$ cat src/rtl/lbd_pkg.sv
/*
  Constants, field layouts and carrier types for the local bus chip select
  decoder. Assumes one bus clock and that all inputs are synchronous to it.
*/
// Summary of operation
// - The first clock of each bus cycle drives the full 32-bit address.
// - The data phase uses only the byte lanes of the selected port size.
// - Six selects; outside boot mode each is asserted only when the address hits its window.
// - Each select has base, mask, port size, burst, waits and ack source.
// - Reset clears every select; only select zero comes up usable.
// - After reset the boot select matches any address until reprogrammed.
// - Boot port size and ack source are taken from AD[2:0] at reset rise.
// - The active-low start strobe is low for exactly one clock per cycle.
// - Direction is high through reads and low through writes.
// - A cycle ends on the internal auto acknowledge or the external one.
package lbd_pkg;
    localparam int          NUM_CS      = 6;
    localparam logic [1:0]  SIZE_LONG   = 2'h0;
    localparam logic [1:0]  SIZE_BYTE   = 2'h1;
    localparam logic [1:0]  SIZE_WORD   = 2'h2;
    localparam logic [1:0]  SIZE_LINE   = 2'h3;
    localparam logic [1:0]  PORT_32     = 2'h0;
    localparam logic [1:0]  PORT_8      = 2'h1;
    localparam logic [1:0]  PORT_16     = 2'h2;
    localparam logic [3:0]  LANES_32    = 4'hf;
    localparam logic [3:0]  LANES_16    = 4'hc;
    localparam logic [3:0]  LANES_8     = 4'h8;
    localparam int          STRAP_PS_LSB = 0;
    localparam int          STRAP_AA_BIT = 2;
    localparam logic [3:0]  BOOT_WAIT_RST = 4'hf;
    localparam logic [5:0]  CS_NONE     = 6'h3f;
    localparam logic [5:0]  CS_BOOT_HIT = 6'h01;

    typedef struct packed {
        logic        valid;
        logic [15:0] base;
        logic [15:0] mask;
        logic [1:0]  port_size;
        logic        burst;
        logic [3:0]  wait_cnt;
        logic        auto_ack;
    } lbd_cs_cfg_t;

    localparam lbd_cs_cfg_t CS_CFG_RST = '0;

    typedef struct packed {
        logic [31:0] addr;
        logic        write;
        logic [31:0] wdata;
        logic [1:0]  size;
    } lbd_req_t;

    typedef enum {ST_IDLE, ST_ADDR, ST_DATA, ST_HOLD} lbd_state_t;
endpackage

$ cat src/rtl/lbd_local_bus.sv
/*
  Address phase, chip select decode and termination of the local bus.
  Assumes synchronous inputs, a board that holds the strap levels on
  ad_in[2:0] at the rising edge of reset_input_n_in, and a testbench that
  resolves the shared lines from ad_oe_out.
*/
`timescale 1ns/1ps
module lbd_local_bus (
    input  wire logic               mclk_in,
    input  wire logic               rst_in,
    input  wire logic               ce_in,
    input  wire logic               reset_input_n_in,
    input  wire logic               cfg_wr_in,
    input  wire logic [2:0]         cfg_sel_in,
    input  wire lbd_pkg::lbd_cs_cfg_t cfg_in,
    input  wire logic               req_valid_in,
    input  wire lbd_pkg::lbd_req_t  req_in,
    input  wire logic [31:0]        ad_in,
    input  wire logic               xfer_ack_n_in,
    output logic                    req_ready_out,
    output logic                    done_out,
    output logic [31:0]             rdata_out,
    output logic [31:0]             ad_out,
    output logic [3:0]              ad_oe_out,
    output logic                    xfer_begin_n_out,
    output logic                    rw_out,
    output logic [1:0]              xfer_size_code_out,
    output logic                    burst_out,
    output logic [5:0]              ext_select_n_out,
    output logic                    boot_global_out
);
    import lbd_pkg::*;

    lbd_cs_cfg_t cfg_r [NUM_CS];
    lbd_cs_cfg_t cur_r;
    lbd_cs_cfg_t sel_cfg;
    lbd_state_t  state_r;
    logic [5:0]  hit;
    logic [5:0]  hit_sel;
    logic [3:0]  wcnt_r;
    logic        any_r;
    logic        rstn_d_r;
    logic        take;
    logic        term;

    function automatic logic [3:0] lane_mask(input logic [1:0] ps);
        case (ps)
            PORT_8:  lane_mask = LANES_8;
            PORT_16: lane_mask = LANES_16;
            default: lane_mask = LANES_32;
        endcase
    endfunction

    // Narrow ports sit on the upper lanes: an 8-bit port on AD[31:24], a 16-bit port on AD[31:16]
    function automatic logic [31:0] lane_out(input logic [1:0] ps,
                                             input logic [31:0] d);
        case (ps)
            PORT_8:  lane_out = {d[7:0], 24'h0};
            PORT_16: lane_out = {d[15:0], 16'h0};
            default: lane_out = d;
        endcase
    endfunction

    function automatic logic [31:0] lane_in(input logic [1:0] ps,
                                            input logic [31:0] d);
        case (ps)
            PORT_8:  lane_in = {24'h0, d[31:24]};
            PORT_16: lane_in = {16'h0, d[31:16]};
            default: lane_in = d;
        endcase
    endfunction
    assign take = req_valid_in && req_ready_out && state_r == ST_IDLE;
    // Lowest hit wins so overlapping windows never drive two selects
    always_comb
    begin
        hit     = '0;
        hit_sel = '0;
        sel_cfg = CS_CFG_RST;
        for (int i = 0; i < NUM_CS; i++)
        begin
            hit[i] = cfg_r[i].valid &&
                     (((req_in.addr[31:16] ^ cfg_r[i].base)
                       & ~cfg_r[i].mask) == 16'h0);
        end
        if (boot_global_out)
        begin
            hit_sel = CS_BOOT_HIT;
            sel_cfg = cfg_r[0];
        end
        else
        begin
            for (int i = NUM_CS - 1; i >= 0; i--)
            begin
                if (hit[i])
                begin
                    hit_sel = 6'(1 << i);
                    sel_cfg = cfg_r[i];
                end
            end
        end
    end
    // Strap capture and configuration store
    always_ff @(posedge mclk_in or posedge rst_in)
    begin
        if (rst_in)
        begin
            for (int i = 0; i < NUM_CS; i++)
                cfg_r[i] <= CS_CFG_RST;
            boot_global_out <= 1'b1;
            rstn_d_r <= 1'b0;
        end
        else if (ce_in)
        begin
            rstn_d_r <= reset_input_n_in;
            if (!reset_input_n_in)
            begin
                for (int i = 0; i < NUM_CS; i++)
                    cfg_r[i] <= CS_CFG_RST;
                boot_global_out <= 1'b1;
            end
            else if (!rstn_d_r)
            begin
                cfg_r[0].valid     <= 1'b1;
                cfg_r[0].wait_cnt  <= BOOT_WAIT_RST;
                cfg_r[0].port_size <= ad_in[STRAP_PS_LSB +: 2];
                cfg_r[0].auto_ack  <= ad_in[STRAP_AA_BIT];
            end
            else if (cfg_wr_in && cfg_sel_in < 3'(NUM_CS))
            begin
                cfg_r[cfg_sel_in] <= cfg_in;
                if (cfg_sel_in == 3'h0)
                    boot_global_out <= 1'b0;
            end
        end
    end
    // Only the wait count and external ack decide the end of a cycle
    assign term = (cur_r.auto_ack || !any_r) ? (wcnt_r == 4'h0)
                                              : !xfer_ack_n_in;
    always_ff @(posedge mclk_in or posedge rst_in)
    begin
        if (rst_in)
        begin
            state_r            <= ST_IDLE;
            cur_r              <= CS_CFG_RST;
            any_r              <= 1'b0;
            wcnt_r             <= 4'h0;
            req_ready_out      <= 1'b0;
            done_out           <= 1'b0;
            rdata_out          <= 32'h0;
            ad_out             <= 32'h0;
            ad_oe_out          <= 4'h0;
            xfer_begin_n_out   <= 1'b1;
            rw_out             <= 1'b1;
            xfer_size_code_out <= SIZE_LONG;
            burst_out          <= 1'b0;
            ext_select_n_out   <= CS_NONE;
        end
        else if (ce_in)
        begin
            case (state_r)
                ST_IDLE:
                begin
                    done_out      <= 1'b0;
                    req_ready_out <= reset_input_n_in && rstn_d_r;
                    if (take)
                    begin
                        req_ready_out      <= 1'b0;
                        ad_out             <= req_in.addr;
                        ad_oe_out          <= LANES_32;
                        xfer_begin_n_out   <= 1'b0;
                        rw_out             <= !req_in.write;
                        xfer_size_code_out <= req_in.size;
                        burst_out <= sel_cfg.burst
                                     && req_in.size == SIZE_LINE;
                        ext_select_n_out   <= ~hit_sel;
                        cur_r              <= sel_cfg;
                        any_r              <= hit_sel != 6'h0;
                        wcnt_r             <= sel_cfg.wait_cnt;
                        state_r            <= ST_ADDR;
                    end
                end
                ST_ADDR:
                begin
                    xfer_begin_n_out <= 1'b1;
                    if (!rw_out)
                    begin
                        ad_out    <= lane_out(cur_r.port_size,
                                              req_in.wdata);
                        ad_oe_out <= lane_mask(cur_r.port_size);
                    end
                    else
                        ad_oe_out <= 4'h0;
                    state_r <= ST_DATA;
                end
                ST_DATA:
                begin
                    if (term)
                    begin
                        ext_select_n_out <= CS_NONE;
                        rdata_out <= rw_out
                                     ? lane_in(cur_r.port_size, ad_in)
                                     : 32'h0;
                        done_out  <= 1'b1;
                        state_r   <= ST_HOLD;
                    end
                    else if (wcnt_r != 4'h0)
                        wcnt_r <= wcnt_r - 4'h1;
                end
                ST_HOLD:
                begin
                    // Write data stays one clock past the select release
                    done_out      <= 1'b0;
                    ad_oe_out     <= 4'h0;
                    rw_out        <= 1'b1;
                    req_ready_out <= reset_input_n_in;
                    state_r       <= ST_IDLE;
                end
                default:
                    state_r <= ST_IDLE;
            endcase
        end
    end
endmodule // lbd_local_bus

$ cat config.mk
export PLATFORM = sky130hd
export DESIGN_NAME = lbd_local_bus
export DESIGN_NICKNAME = d
export VERILOG_FILES = /design/src/rtl/lbd_pkg.sv /design/src/rtl/lbd_local_bus.sv
export SDC_FILE = /design/constraint.sdc
export NUM_CORES = 1
export LEC_CHECK = 0
export BUFFER_PORTS_ARGS = -buffer_cell sky130_fd_sc_hd__buf_2
export CORE_UTILIZATION = 25
export CTS_CLUSTER_DIAMETER = 120
export DETAILED_ROUTE_END_ITERATION = 7
export PLACE_DENSITY_LB_ADDON = 0.15
export SETUP_SLACK_MARGIN = 0.5
export SYNTH_ARGS = -nofsm -noshare
export SYNTH_HDL_FRONTEND = slang
export SYNTH_SLANG_ARGS = --single-unit
$ cat constraint.sdc
create_clock -name mclk_in -period 13 [get_ports mclk_in]
set_input_delay 0.65 -clock mclk_in [delete_from_list [all_inputs] [get_ports mclk_in]]
set_output_delay 0.65 -clock mclk_in [all_outputs]
set_load 0.02 [all_outputs]
==> metrics <==
status finished, final reports clean; Syn. warnings 0; DRC Markers 0; Boundary Pins 232; Worst path max stage delay 0.72 ns; dpl cell area 18,900 sq um; Fmax achieved 332 MHz; final net count 1,943; Min Clock Period, post-route 3.01 ns; most used cell along the critical path buf_4; post-synthesis sequential area ratio 0.495; post-synthesis mux area share 0.0934; startpoint class of the critical path input pin; Hold Path Class input pin to register; number of synthesized flops with an enable pin 0; TritonRoute pass-1 iters 5; Starting Density 0.254; Fin Hold WS 0.245 ns; Antenna Cells 0; Pleak 9.59 nW; DR iter-0 viols 820; CTS buffer count 44; Critical Path RT 13.52 ns; Cell Rows 95; Die ar. 69,400 sq um; Worst Max-Slew Pin Slew 1.12 ns; Tot GR Track Use 0.188; simple-gate share of the synthesized area 0.102; pwr/cell area 181 nW/um^2; ratio of cells with drive above 1 in the final layout 0.200; post-CTS resize count 0; RSZ-0062 raised after global routing no; hold_buf cts 0; Crit path buffers/inverters 4; setup repair bufs after CTS 0; Synth Flop Type dfrtp_1; Placed Cells 2,611; Final Hold Viols 0; first-pass GRT wire length 97,900 um; worst-case register-to-register setup slack 10.16 ns; design area 20,400 sq um; Post-Syn Area 17,100 sq um; number of fill cells in the layout 6,977; Worst slew margin 0.252; clock tree sinks 338; synth unique cells 70; clk buf depth 3; Final Wtd Congestion 0.862; worst skew pair latency 0.59 ns; drt total wl 65,400 um; Final Setup Violations 0; Post-Synth XOR/XNOR Area 0.0525; non-filler cells, final 2,689; TritonCTS clock tree done; Synth Register Bits 338; Vias 13,600; IR drop worst, VDD 0.0000779 V; CP endpoint kind register; Die Y 263 um; WS Path Type input pin to register; largest net degree at the start of global routing 137; Compound-Gate Fraction of Synth Area 0.208; Async SR Flop Fraction 1.00; WL/cell 24.3 um; total of max-cap violations 0; setup TNS 0 ns; clk root buf clkbuf_16; gr ovfl total 0; synthesized area per cell 10.5 sq um; Die W 263 um; core outline area 67,400 sq um; Area Overhead vs Synth 19.4%; arrival time at the worst endpoint 3.53 ns; Via density 5.04; port buffer count 231; Post-Syn Instances 1,622; delay-heaviest family, CP buffers and inverters; clk slew on worst S/H paths 0.06 ns; Post-DP HPWL 45,300 um; pre-CTS WS 9.41 ns; # H-tree levels 2; Critical Path, Cell by Cell buf_2, inv_4, o211ai_1, or3_1, buf_4, nor2_1, buf_4, a22o_1; crit-path max FO 74; adder-cell share of the synthesized area 0.00659; syn nets 1,781; Max Slew Vio Count 0; clock skew 0.0293 ns; Final WS setup 9.99 ns; period utilization 0.232; Slowest-stage cell, CP nor2_1; number of global-route vias before repair 13,900; initial antenna violation count 5; largest family of logic cells by synthesized area compound AO/OA/AOI/OAI gates; ANT nets after route 0
## layer usage
layer | vias to the layer above | global-route usage | wire length, um | share of wire
met5 | - | 0 | 14 | 0.00021
met2 | 399 | 0.290 | 28800 | 0.44
li1 | 6270 | - | - | -
met1 | 6799 | 0.268 | 31600 | 0.48
met4 | 2 | 0.0506 | 1620 | 0.025
met3 | 80 | 0.0354 | 3430 | 0.052
## metrics by stage
stage | power [mW] | utilization
global route | 3.91 | 0.303
detailed placement | 2.46 | 0.281
global placement | 2.45 | 0.281
CTS | 3.75 | 0.303
floorplan | 2.08 | -
finish | 3.70 | 0.303
## worst reg2reg max path, stage by stage (launching register included)
cell and delay [ns]:
dfrtp_1 0.40, xnor2_1 0.21, o22ai_1 0.12, nor4_1 0.81, nand3_1 0.35, and4_1 0.36, a311oi_1 0.37, o21ai_1 0.10
## report_power, final
| group | leakage (nW) | total (mW) | switching, mW | internal, mW |
|---|---|---|---|---|
| Sequential | 4.46 | 1.44 | 0.167 | 1.27 |
| Clock | 0.741 | 1.27 | 0.487 | 0.778 |
| Combinational | 4.39 | 0.994 | 0.637 | 0.357 |
## kinds of logic after synthesis
kind of cell,Yosys count
adder cells (fa/ha/maj),9
multiplexers,159
XOR/XNOR,96
buffers and inverters,161
flip-flops,338
AO/OA/AOI/OAI,488
AND/OR/NAND/NOR,371
## cell usage after synthesis, drive strengths merged, types with 5 or more instances
library cell,n,area (sq um)
dfrtp,329,8230
nand2,192,721
mux2i,155,1550
o2bb2ai,140,1230
o21ai,106,531
xnor2,96,897
clkbuf,89,334
a22o,62,543
nor2,55,209
o22ai,48,307
buf,46,285
a21oi,41,205
nand3,37,190
inv,26,97.6
nor2b,19,119
a22oi,18,135
a221oi,12,105
nor3,12,81.3
nor4,11,114
nand4,10,62.6
dfstp,9,236
ha,9,113
o211ai,9,67.6
and3,8,55.1
and2,7,43.8
o21a,7,52.6
a31oi,6,37.5
a221o,5,50.1
o2111ai,5,43.8
or2,5,31.3
## cells in the final DEF, fill, tap and decap left out, types with 19 or more instances in the layout
cell	synthesis	final
a22o_1	62	61
buf_2	30	231
inv_1	25	23
dfrtp_1	329	329
mux2i_1	155	155
clkbuf_16	0	46
buf_4	6	19
a21oi_1	41	41
nand2_1	192	192
xnor2_1	90	90
nor2_1	54	54
o22ai_1	47	47
o2bb2ai_1	140	140
o21ai_0	101	101
nand3_1	36	36
## sequential cells by signal, indices dropped and copies added (netlist names), 2 cells and up
name	count
xfer_size_code_out	2
ext_select_n_out	6
wcnt_r	4
state_r	2
ad_out	32
rdata_out	32
ad_oe_out	3
cur_r	3
cfg_r	246
## path summary, 6_finish.rpt
kind                                              startpoint                           end  depth (start not counted)
worst max-delay path                        reset_input_n_in        cfg_r[186]$_DFFE_PP0P_                          8
worst min-delay path                              req_in[34]            rw_out$_DFFE_PP1P_                          2
worst max register to register         cfg_r[65]$_DFFE_PP0P_         wcnt_r[3]$_DFFE_PP0P_                          7
worst min register to register  xfer_begin_n_out$_DFFE_PP1P_  xfer_begin_n_out$_DFFE_PP1P_                          2
max in group asynchronous                             rst_in         cfg_r[62]$_DFFE_PP0P_                          3
min in group asynchronous                             rst_in        ad_out[18]$_DFFE_PP0P_                          2
## area by class of cell
cell class	count	area [sq um]	area share
sequential	338	8470	0.415
multi-input combinational	1123	7930	0.388
clock buffer	69	1370	0.0670
timing repair buffer	251	1320	0.0646
tap	873	1090	0.0535
clock inverter	9	131	0.00643
inverter	26	110	0.00539
No activity file was read; power rests on OpenSTA's default activity.
